**src/hw/ldfm_pkg.sv**
```systemverilog
// Shared constants, types and decode for the LED driver fault manager
package ldfm_pkg;

   // ==================================================================
   // Register map, reset values and response codes
   localparam logic [3:0]  LDFM_CTRL_OFS     = 4'h0;
   localparam logic [3:0]  LDFM_STATUS_OFS   = 4'h4;
   localparam logic [15:0] LDFM_OPEN_TO_RST  = 16'h0400;
   localparam logic [1:0]  LDFM_RESP_OKAY    = 2'h0;
   localparam logic [1:0]  LDFM_RESP_SLVERR  = 2'h2;

   // ==================================================================
   // Timing counts, in oscillator periods, and the timer width in bits
   localparam int LDFM_LONG_DIS_TICKS = 32768;
   localparam int LDFM_BLANK_TICKS    = 256;
   localparam int LDFM_TIMER_W        = 16;

   // ==================================================================
   // Types
   typedef struct packed {
      logic rail_good;
      logic undercurrent;
      logic overtemp;
      logic open_string;
      logic ref_short;
      logic nonref_short;
      logic string_short;
      logic output_short;
   } ldfm_fault_t;

   typedef struct packed {
      logic override_active;
      logic sec_released;
      logic pri_released;
      logic gate_on;
      logic sleep;
      logic monitor_active;
      logic out_short_latch;
      logic str_short_latch;
      logic led_short;
      logic open_hold;
      logic overtemp;
      logic undercurrent;
      logic undervoltage;
   } ldfm_status_t;

   typedef enum {LDFM_SEL_CTRL, LDFM_SEL_STATUS, LDFM_SEL_NONE} ldfm_sel_t;

   typedef enum {LDFM_OPEN_IDLE, LDFM_OPEN_HOLD} ldfm_open_state_t;

   // ==================================================================
   // Address decode, shared by read and write paths
   function automatic ldfm_sel_t ldfm_decode(input logic [3:0] addr);
      ldfm_sel_t sel;
      sel = LDFM_SEL_NONE;
      if (addr == LDFM_CTRL_OFS)
      begin
         sel = LDFM_SEL_CTRL;
      end
      else if (addr == LDFM_STATUS_OFS)
      begin
         sel = LDFM_SEL_STATUS;
      end
      return sel;
   endfunction

endpackage

```
**src/hw/ldfm_fault_manager.sv**
```systemverilog
// Fault supervision for a boost LED controller with an AXI4-Lite slave
`timescale 1ns/100ps
module ldfm_fault_manager
   import ldfm_pkg::*;
#(
   parameter int LONG_DISABLE_TICKS = LDFM_LONG_DIS_TICKS,
   parameter int BLANK_TICKS        = LDFM_BLANK_TICKS
)(
   // Clock, reset, clock enable
   input  wire logic        aclk,
   input  wire logic        aresetn,
   input  wire logic        ce,
   // Converter side
   input  wire logic        osc_tick,
   input  wire logic        enable_in,
   input  ldfm_fault_t      fault_in,
   output logic             gate_drive_out,
   output logic             sleep_out,
   // Open-drain fault flags
   input  wire logic        primary_fault_flag_i,
   output logic             primary_fault_flag_o,
   output logic             primary_fault_flag_oe,
   output logic             secondary_fault_flag_o,
   output logic             secondary_fault_flag_oe,
   // AXI4-Lite write
   input  wire logic [3:0]  s_axi_awaddr,
   input  wire logic        s_axi_awvalid,
   output logic             s_axi_awready,
   input  wire logic [31:0] s_axi_wdata,
   input  wire logic [3:0]  s_axi_wstrb,
   input  wire logic        s_axi_wvalid,
   output logic             s_axi_wready,
   output logic [1:0]       s_axi_bresp,
   output logic             s_axi_bvalid,
   input  wire logic        s_axi_bready,
   // AXI4-Lite read
   input  wire logic [3:0]  s_axi_araddr,
   input  wire logic        s_axi_arvalid,
   output logic             s_axi_arready,
   output logic [31:0]      s_axi_rdata,
   output logic [1:0]       s_axi_rresp,
   output logic             s_axi_rvalid,
   input  wire logic        s_axi_rready
);

   // ==================================================================
   // Declarations
   logic [15:0]       open_to_q;
   logic              pwr_up_q;
   logic              sleep_q;
   logic              str_latch_q;
   logic              out_latch_q;
   logic              gate_q;
   logic              pri_oe_q;
   logic              sec_oe_q;
   ldfm_open_state_t  open_st_q;
   logic              open_hold;
   logic              open_load;
   logic              open_exp;
   logic              long_exp;
   logic              blank_exp;
   logic              uv;
   logic              startup_hold;
   logic              monitor_active;
   logic              uc;
   logic              ot;
   logic              led_short;
   logic              override;
   logic              pri_rel;
   logic              sec_rel;
   logic              gate_d;
   ldfm_status_t      status;
   logic [3:0]        awaddr_q;
   logic [31:0]       wdata_q;
   logic [3:0]        wstrb_q;
   logic              aw_have_q;
   logic              w_have_q;

   // ==================================================================
   // Fault qualification
   assign uv             = !fault_in.rail_good;
   assign startup_hold   = uv || !enable_in || sleep_q;
   assign monitor_active = blank_exp && !startup_hold;
   assign uc             = monitor_active && fault_in.undercurrent;
   assign ot             = monitor_active && fault_in.overtemp;
   assign led_short      = monitor_active &&
                           (fault_in.ref_short || fault_in.nonref_short);
   assign open_hold      = (open_st_q == LDFM_OPEN_HOLD);
   assign override       = !pri_oe_q && !primary_fault_flag_i;

   // Flag and gate combination
   assign pri_rel = uv || str_latch_q || out_latch_q;
   assign sec_rel = uv || uc || ot || led_short || open_hold ||
                    fault_in.open_string;
   assign gate_d  = enable_in && !sleep_q && !uv && !open_hold &&
                    !fault_in.open_string && !str_latch_q &&
                    !(out_latch_q && !override);

   // ==================================================================
   // Timers
   // Power-up pulse loads the blanking and long disable timers, so both start full
   always_ff @(posedge aclk)
   begin
      if (!aresetn)
      begin
         pwr_up_q <= 1'b1;
      end
      else if (ce)
      begin
         pwr_up_q <= 1'b0;
      end
   end

   ldfm_tick_timer #(.W(LDFM_TIMER_W)) u_blank_timer (
      .aclk     (aclk),
      .aresetn  (aresetn),
      .ce       (ce),
      .load     (startup_hold || pwr_up_q),
      .load_val (LDFM_TIMER_W'(BLANK_TICKS)),
      .tick     (osc_tick),
      .expired  (blank_exp)
   );

   ldfm_tick_timer #(.W(LDFM_TIMER_W)) u_open_timer (
      .aclk     (aclk),
      .aresetn  (aresetn),
      .ce       (ce),
      .load     (open_load),
      .load_val (open_to_q),
      .tick     (osc_tick),
      .expired  (open_exp)
   );

   ldfm_tick_timer #(.W(LDFM_TIMER_W)) u_long_timer (
      .aclk     (aclk),
      .aresetn  (aresetn),
      .ce       (ce),
      .load     (enable_in || pwr_up_q),
      .load_val (LDFM_TIMER_W'(LONG_DISABLE_TICKS)),
      .tick     (osc_tick),
      .expired  (long_exp)
   );

   // ==================================================================
   // Open string retry machine, unblanked
   assign open_load = (open_st_q == LDFM_OPEN_IDLE) && fault_in.open_string &&
                      enable_in && !sleep_q;

   always_ff @(posedge aclk)
   begin
      if (!aresetn)
      begin
         open_st_q <= LDFM_OPEN_IDLE;
      end
      else if (ce)
      begin
         case (open_st_q)
            LDFM_OPEN_IDLE:
            begin
               if (open_load)
               begin
                  open_st_q <= LDFM_OPEN_HOLD;
               end
            end
            LDFM_OPEN_HOLD:
            begin
               if (!enable_in)
               begin
                  open_st_q <= LDFM_OPEN_IDLE;
               end
               else if (open_exp)
               begin
                  open_st_q <= LDFM_OPEN_IDLE;
               end
            end
            default:
            begin
               open_st_q <= LDFM_OPEN_IDLE;
            end
         endcase
      end
   end

   // ==================================================================
   // Sleep after long enable low
   always_ff @(posedge aclk)
   begin
      if (!aresetn)
      begin
         sleep_q <= 1'b0;
      end
      else if (ce)
      begin
         if (enable_in)
         begin
            sleep_q <= 1'b0;
         end
         else if (long_exp)
         begin
            sleep_q <= 1'b1;
         end
      end
   end

   // ==================================================================
   // Short latches; a new set beats the sleep clear
   always_ff @(posedge aclk)
   begin
      if (!aresetn)
      begin
         str_latch_q <= 1'b0;
         out_latch_q <= 1'b0;
      end
      else if (ce)
      begin
         if (monitor_active && fault_in.string_short)
         begin
            str_latch_q <= 1'b1;
         end
         else if (sleep_q)
         begin
            str_latch_q <= 1'b0;
         end
         if (monitor_active && fault_in.output_short)
         begin
            out_latch_q <= 1'b1;
         end
         else if (sleep_q)
         begin
            out_latch_q <= 1'b0;
         end
      end
   end

   // ==================================================================
   // Registered outputs
   always_ff @(posedge aclk)
   begin
      if (!aresetn)
      begin
         gate_q   <= 1'b0;
         pri_oe_q <= 1'b0;
         sec_oe_q <= 1'b0;
      end
      else if (ce)
      begin
         gate_q   <= gate_d;
         pri_oe_q <= !pri_rel;
         sec_oe_q <= !sec_rel;
      end
   end

   assign gate_drive_out          = gate_q;
   assign sleep_out               = sleep_q;
   assign primary_fault_flag_o    = 1'b0;
   assign primary_fault_flag_oe   = pri_oe_q;
   assign secondary_fault_flag_o  = 1'b0;
   assign secondary_fault_flag_oe = sec_oe_q;

   assign status = '{override_active: override, sec_released: !sec_oe_q,
                     pri_released: !pri_oe_q, gate_on: gate_q, sleep: sleep_q,
                     monitor_active: monitor_active, out_short_latch: out_latch_q,
                     str_short_latch: str_latch_q, led_short: led_short,
                     open_hold: open_hold, overtemp: ot, undercurrent: uc,
                     undervoltage: uv};

   // ==================================================================
   // AXI4-Lite write channel
   always_ff @(posedge aclk)
   begin
      if (!aresetn)
      begin
         s_axi_awready <= 1'b1;
         s_axi_wready  <= 1'b1;
         s_axi_bvalid  <= 1'b0;
         s_axi_bresp   <= LDFM_RESP_OKAY;
         aw_have_q     <= 1'b0;
         w_have_q      <= 1'b0;
         awaddr_q      <= 4'h0;
         wdata_q       <= 32'h0;
         wstrb_q       <= 4'h0;
         open_to_q     <= LDFM_OPEN_TO_RST;
      end
      else if (ce)
      begin
         if (s_axi_awvalid && s_axi_awready)
         begin
            awaddr_q      <= s_axi_awaddr;
            aw_have_q     <= 1'b1;
            s_axi_awready <= 1'b0;
         end
         if (s_axi_wvalid && s_axi_wready)
         begin
            wdata_q      <= s_axi_wdata;
            wstrb_q      <= s_axi_wstrb;
            w_have_q     <= 1'b1;
            s_axi_wready <= 1'b0;
         end
         if (aw_have_q && w_have_q && !s_axi_bvalid)
         begin
            aw_have_q    <= 1'b0;
            w_have_q     <= 1'b0;
            s_axi_bvalid <= 1'b1;
            if (ldfm_decode(awaddr_q) == LDFM_SEL_CTRL)
            begin
               s_axi_bresp <= LDFM_RESP_OKAY;
               if (wstrb_q[0])
               begin
                  open_to_q[7:0] <= wdata_q[7:0];
               end
               if (wstrb_q[1])
               begin
                  open_to_q[15:8] <= wdata_q[15:8];
               end
            end
            else
            begin
               s_axi_bresp <= LDFM_RESP_SLVERR;
            end
         end
         if (s_axi_bvalid && s_axi_bready)
         begin
            s_axi_bvalid  <= 1'b0;
            s_axi_awready <= 1'b1;
            s_axi_wready  <= 1'b1;
         end
      end
   end

   // ==================================================================
   // AXI4-Lite read channel
   always_ff @(posedge aclk)
   begin
      if (!aresetn)
      begin
         s_axi_arready <= 1'b1;
         s_axi_rvalid  <= 1'b0;
         s_axi_rdata   <= 32'h0;
         s_axi_rresp   <= LDFM_RESP_OKAY;
      end
      else if (ce)
      begin
         if (s_axi_arvalid && s_axi_arready)
         begin
            s_axi_arready <= 1'b0;
            s_axi_rvalid  <= 1'b1;
            case (ldfm_decode(s_axi_araddr))
               LDFM_SEL_CTRL:
               begin
                  s_axi_rdata <= {16'h0, open_to_q};
                  s_axi_rresp <= LDFM_RESP_OKAY;
               end
               LDFM_SEL_STATUS:
               begin
                  s_axi_rdata <= {19'h0, status};
                  s_axi_rresp <= LDFM_RESP_OKAY;
               end
               default:
               begin
                  s_axi_rdata <= 32'h0;
                  s_axi_rresp <= LDFM_RESP_SLVERR;
               end
            endcase
         end
         else if (s_axi_rvalid && s_axi_rready)
         begin
            s_axi_rvalid  <= 1'b0;
            s_axi_arready <= 1'b1;
         end
      end
   end
endmodule // ldfm_fault_manager

```
**src/hw/ldfm_tick_timer.sv**
```systemverilog
// Down-counter of oscillator periods with load and expiry
`timescale 1ns/100ps
module ldfm_tick_timer
   import ldfm_pkg::*;
#(
   parameter int W = LDFM_TIMER_W
)(
   // Clock and reset
   input  wire logic         aclk,
   input  wire logic         aresetn,
   input  wire logic         ce,
   // Control
   input  wire logic         load,
   input  wire logic [W-1:0] load_val,
   input  wire logic         tick,
   // Status
   output logic              expired
);

   logic [W-1:0] cnt_q;

   always_ff @(posedge aclk)
   begin
      if (!aresetn)
      begin
         cnt_q <= '0;
      end
      else if (ce)
      begin
         if (load)
         begin
            cnt_q <= load_val;
         end
         else if (tick && (cnt_q != '0))
         begin
            cnt_q <= cnt_q - 1'b1;
         end
      end
   end

   // A load in progress is never reported as expiry
   assign expired = (cnt_q == '0) && !load;

endmodule // ldfm_tick_timer

```
**config.mk**
```make
export PLATFORM = sky130hd
export DESIGN_NAME = ldfm_fault_manager
export DESIGN_NICKNAME = d
export VERILOG_FILES = /design/src/hw/ldfm_pkg.sv /design/src/hw/ldfm_fault_manager.sv /design/src/hw/ldfm_tick_timer.sv
export SDC_FILE = /design/constraint.sdc
export NUM_CORES = 1
export LEC_CHECK = 0
export ABC_AREA = 1
export BUFFER_PORTS_ARGS = -buffer_cell sky130_fd_sc_hd__buf_2
export CAP_MARGIN = 20
export CORE_UTILIZATION = 50
export DETAILED_ROUTE_END_ITERATION = 8
export GPL_ROUTABILITY_DRIVEN = 0
export PLACE_DENSITY_LB_ADDON = 0.25
export SETUP_SLACK_MARGIN = 0.15
export SLEW_MARGIN = 10
export SYNTH_ARGS = -nofsm -noshare
export SYNTH_HDL_FRONTEND = slang
export SYNTH_HIERARCHICAL = 1
export SYNTH_SLANG_ARGS = --single-unit
```
**constraint.sdc**
```tcl
create_clock -name aclk -period 1.91 [get_ports aclk]
set_input_delay 0.382 -clock aclk [delete_from_list [all_inputs] [get_ports aclk]]
set_output_delay 0.382 -clock aclk [all_outputs]
set_load 0.1 [all_outputs]
```
==> After elaboration in Yosys (flattened, before gate mapping) <==
Cells that the tools add are included.
{ "classes": {"add_sub_neg": 3, "mul": 0, "div": 0, "n_lt_le_gt_ge": 0, "n_eq_ne": 7, "shift": 0, "mux": 42, "bitwise": 0, "reduce_logical": 104} }
{ "ops": {"columns": ["cell", "count"], "rows": [
  ["32-bit 2-to-1 mux", 9],
  ["32-bit zero test", 4],
  ["16-bit 2-to-1 mux", 6],
  ["32-bit by 1-bit == test with 1-bit output (second input constant)", 2],
  ["32-bit one-hot mux with 2 select lines", 1],
  ["16-bit zero test", 3],
  ["16-bit nonzero test", 3],
  ["16-bit by 1-bit subtractor with 16-bit output (second input constant)", 3],
  ["32-bit by 2-bit == test with 1-bit output (second input constant)", 1],
  ["16-bit one-hot mux with 2 select lines", 1],
  ["2-bit AND reduction", 16],
  ["1-bit logical AND", 30],
  ["2-bit nonzero test", 12],
  ["1-bit 2-to-1 mux", 19],
  ["1-bit zero test", 18],
  ["1-bit logical OR", 12],
  ["2-bit 2-to-1 mux", 6],
  ["4-bit by 3-bit == test with 1-bit output (second input constant)", 2],
  ["4-bit zero test", 2],
  ["4-bit AND reduction", 2],
  ["3-bit != test (second input constant)", 1],
  ["3-bit AND reduction", 1],
  ["2-bit by 1-bit != test with 1-bit output (second input constant)", 1],
  ["2-bit OR reduction", 1]
]} }
{ "totals": {"register_bits": 168, "latchBits": 0, "mem_bits_rw": 0, "romBits": 0, "input_bits": 63, "out_inout_bits": 47, "word_cells": 182, "mem_count": 0} }

==> Longest topological paths before layout <==
{ "logic_depth": {"word_depth": 14, "depth_mapped": 13, "ltp_nobuf": 13} }

==> By module <==
Netlist, hierarchy kept.
{ "by_module_without_submodules": {"columns": ["module", "n_inst", "cells_each", "area_each_um2", "seq_area_each_um2"], "rows": [
  ["ldfm_tick_timer", 3, 202, 1172.4, 320.3],
  ["ldfm_fault_manager", 1, 422, 3150.5, 1421.4]
]} }

==> Least setup slack after synthesis <==
OpenSTA, ideal clock, no wires.
{ "synth_timing": {"kind": "register -> register", "start": "register sleep_q, in the netlist sleep_out", "end": "register u_open_timer.cnt_q[6]", "setup_time_ns": 0.117, "arrival_ns": 2.197, "t_required_ns": 1.793, "path_slack_ns": -0.404, "stages_incl_launch_ff": 13, "path_buffers": 1, "synth_period_minus_slack_ns": 2.314, "cell_sequence": "dfxtp_1 > inv_1 > nand3_1 > nor2_1 > inv_1 > nand2_1 > nor2_1 > nand3_4 > nand2_4 > inv_4 > buf_6 > o21ai_1 > nor2_1"} }
{ "synth_between": {"elab_chain_cells": 4, "elab_cells_between_ends": 5, "cone_classes": "mux: 1; reduce/logical: 4"} }
{ "synth_rtl": {"columns": ["item", "line", "source"], "rows": [
  ["start, declared", "ldfm_fault_manager.sv:50", "logic sleep_q;"],
  ["start signal, assigned", "ldfm_fault_manager.sv:190", "sleep_q <= 1'b0;"],
  ["start signal, assigned", "ldfm_fault_manager.sv:196", "sleep_q <= 1'b0;"],
  ["start signal, assigned", "ldfm_fault_manager.sv:200", "sleep_q <= 1'b1;"],
  ["1-bit zero test *", "ldfm_fault_manager.sv:147", "enable_in && !sleep_q;"],
  ["1-bit logical AND *", "ldfm_fault_manager.sv:147", null],
  ["named net open_load", "ldfm_fault_manager.sv:58", "logic open_load;"],
  ["2-bit nonzero test (no source line)", null, null],
  ["2-bit AND reduction (no source line)", null, null],
  ["end signal, assigned", "ldfm_tick_timer.sv:32", "cnt_q <= load_val;"],
  ["end signal, assigned", "ldfm_tick_timer.sv:36", "cnt_q <= cnt_q - 1'b1;"],
  ["end, declared", "ldfm_tick_timer.sv:20", "logic [W-1:0] cnt_q;"]
]} }
The timed path passes the listed nets; every way through them passes the cells marked *.
A chain may end at the register's enable or synchronous reset.

==> Worst setup path after layout <==
{ "layout_timing": {"start": "register u_open_timer.cnt_q[0]", "end": "register u_open_timer.cnt_q[0]"} }
{ "layout_between": {"elab_chain_cells": 4, "elab_cells_between_ends": 7, "cone_classes": "add/sub: 1; mux: 2; reduce/logical: 4"} }
{ "layout_rtl": {"columns": ["item"], "rows": [
  ["parallel branches: the longest is 4 deep, another holds 16-bit by 1-bit subtractor with 16-bit output"]
]} }
Parallel ways; which one is timed is not known. The select of a mux whose other input is x is not followed.

==> impl_metrics.ini <==
[cts]
numCtsBuffers = 17
cts.clk_slew.worst_paths_ns = 0.06
cts_sinks = 119
cts_buffer_depth = 2
cts_root_buf = clkbuf_16
clk_latency_ns = 0.42
tritoncts = built
cts_max_level = 4
ctsHoldBuffers = 0

[sta]
finalHoldViolations = 0
fmax_ghz = 0.588
fin_setup_tns_ns = 0
worst_pin_slew_ns = 0.558
fin_worst_skew_ns = 0.00535
post-route-period-util = 0.890
setup_viol = 0
slew-limit-headroom = 0.627
period_needed_ns = 1.70
rsz0062_at_grt = false
fin_hold_ws_ns = 0.207
maxSlewViolCount = 0

[worst_hold_path]
hp-class = in -> reg
hold_start = enable_in

[floorplan]
io_pins = 110
core-area_um2 = 12800
fp.dieArea_um2 = 13800
num_rows = 41
die_w_um = 117
start_util = 0.520
die_h_um = 117

[route]
wl_per_cell_um = 12.4
drtAntennaViolNets = 0
vias = 6669
drt_first_pass_iters = 8
drc = 0
finalWirelength_mm = 16.8
vias_per_cell = 4.91
drt_iter0_drc = 443

[power]
ir_worst_vdd_mv = 0.713
powerDensity_nw_per_um2 = 936
p_leak_nw = 4.02

[finish]
nets = 1240
diodes = 0
multi_input_area_um2 = 3860
layout-drive-gt1-share = 0.218
nFillCells = 1171
fin_area_um2 = 8360
register_area_um2 = 2400
syn_to_final_growth_pct = 25.4
utilization = 0.652

[grt]
grt_max_degree = 32
overflow = 0
grt_util_met2 = 0.396
grt_busiest_layer = met2
grtUsageTotal = 0.247
grt_pass1_wl_mm = 27.6
antenna_found_initial = 1
met1_usage = 0.320
grt_pass1_vias = 5785
met3_usage = 0.0688

[worst_setup_path]
worst_r2r_startpoint = u_open_timer/cnt_q[0]$_SDFFE_PN0P_
start_kind = flop
crit_type = reg -> reg
slowest_stage = dfxtp_2
cp.arrival_ns = 2.04
cp-end-kind = flop
slowest_delay_ns = 0.32
crit_start = u_open_timer/cnt_q[0]$_SDFFE_PN0P_
path_max_fanout = 8
crit_chain = inv_2 > ha_4 > inv_1 > nor2_4 > nand3_4 > nor2_4 > nand3_4 > nand2_8 > buf_6 > o21ai_0 > a21oi_1
cp.required_ns = 2.25

[synth]
synth-seq-cells = 119
syn_inst = 1028
synthArstFlopShare = 0
yosysSeqAreaShare = 0.357
synth_area_um2 = 6670
synth-main-ff-cell = dfxtp_1
synth_edf_count = 0
ys_warn_count = 6
ys_types = 35
syn_area_per_cell_um2 = 6.49

[job]
drv_cap = 0

[status]
status = finished clean

[place]
dpl_cell_area_um2 = 7360
place_hpwl_mm = 11.5
port_buffers = 71
[metal layers]
metal  wire length (µm)  up-vias  share of wire
li1                   -     3488              -
met1               7760     2934           0.46
met2               7740      216           0.46
met3               1040       29          0.062
met4                286        2          0.017
met5                 13        -        0.00077
[metrics by stage]
step	cells	setup slack [ns]	power (mW)
4_1_cts	1342	0.150	7.73
6_report	1359	0.210	7.83
3_3_place_gp	1299	0.0318	4.47
5_1_grt	1359	0.0992	8.21
3_5_place_dp	1299	-0.0111	4.49
2_1_floorplan	1078	0.158	4.17
[critical path: cells and delay by family, from the launching register on]
family,cells,cell delay [ns]
buffers and inverters,3,0.27
DFF,1,0.32
AOI/OAI and AO/OA,2,0.24
adders and majority gates,1,0.13
and+or+nand+nor,5,0.66
[cell families after synthesis]
logic type,share of synthesized area
buffers and inverters,0.119
XOR/XNOR,0.00788
adder cells (fa/ha/maj),0.00563
AO/OA/AOI/OAI,0.151
flip-flops,0.357
AND/OR/NAND/NOR,0.358
other,0.00113
[state kept, by name (all words and copies together), names as in the netlist, 2 cells and up]
name,flops
s_axi_rdata,16
wdata_q,16
u_blank_timer/cnt_q,16
wstrb_q,2
u_open_timer/cnt_q,16
open_to_q,16
awaddr_q,4
u_long_timer/cnt_q,16
[report_power, final]
| part | switching [mW] | leakage (nW) | internal (mW) |
|---|---|---|---|
| combinational | 1.27 | 2.75 | 0.584 |
| clock | 1.25 | 0.291 | 1.95 |
| sequential | 0.133 | 0.978 | 2.64 |
| total | 2.66 | 4.02 | 5.17 |
[path summary, 6_finish.rpt]
kind	to	slack, ns	cells after the start
max	u_open_timer/cnt_q[0]$_SDFFE_PN0P_	0.21	11
min	sleep_out$_SDFFE_PN0P_	0.21	2
max reg2reg	u_open_timer/cnt_q[0]$_SDFFE_PN0P_	0.21	11
min reg2reg	awaddr_q[2]$_SDFFE_PN0P_	0.45	2
[layout make-up]
| class | count | share of cell area |
|---|---|---|
| clock buffers | 17 | 0.0509 |
| clock inverters | 15 | 0.0197 |
| inverters | 109 | 0.0516 |
| multi-input cells | 793 | 0.461 |
| flip-flops and latches | 119 | 0.287 |
| well taps | 172 | 0.0257 |
| repair buffers | 133 | 0.103 |
| repair inverters | 1 | 0.00105 |
[timing repair]
item,CTS,global route
gates cloned,0,1
setup endpoints to repair,38,54
gates resized for setup,16,44
setup buffers,11,16
pin swaps,8,22
[cell usage after synthesis (all sizes together) (7+ instances only)]
library cell  number  area share
o21ai             90       0.069
o211ai             7      0.0079
nand2            261        0.15
or2               11       0.010
buf               41       0.047
nor2             192        0.12
o21a              12       0.014
inv              109       0.063
a21oi             76       0.057
dfxtp            119        0.36
nand3             71       0.066
clkbuf            16      0.0090
[layout by cell type, fill, tap and decap left out, types with 9 or more instances in the layout]
master,netlist,routed
nand2_1,255,254
nor2_1,174,168
dfxtp_1,119,109
inv_1,105,93
a21oi_1,76,74
buf_2,10,70
nand3_1,62,59
buf_4,22,56
o21ai_0,57,55
conb_1,2,52
o21ai_1,30,30
clkbuf_16,0,17
inv_2,0,12
nor2_2,13,12
nor2_4,4,11
o21a_1,12,11
or2_2,11,11
dfxtp_2,0,9
(Power assumes the default switching activity.)
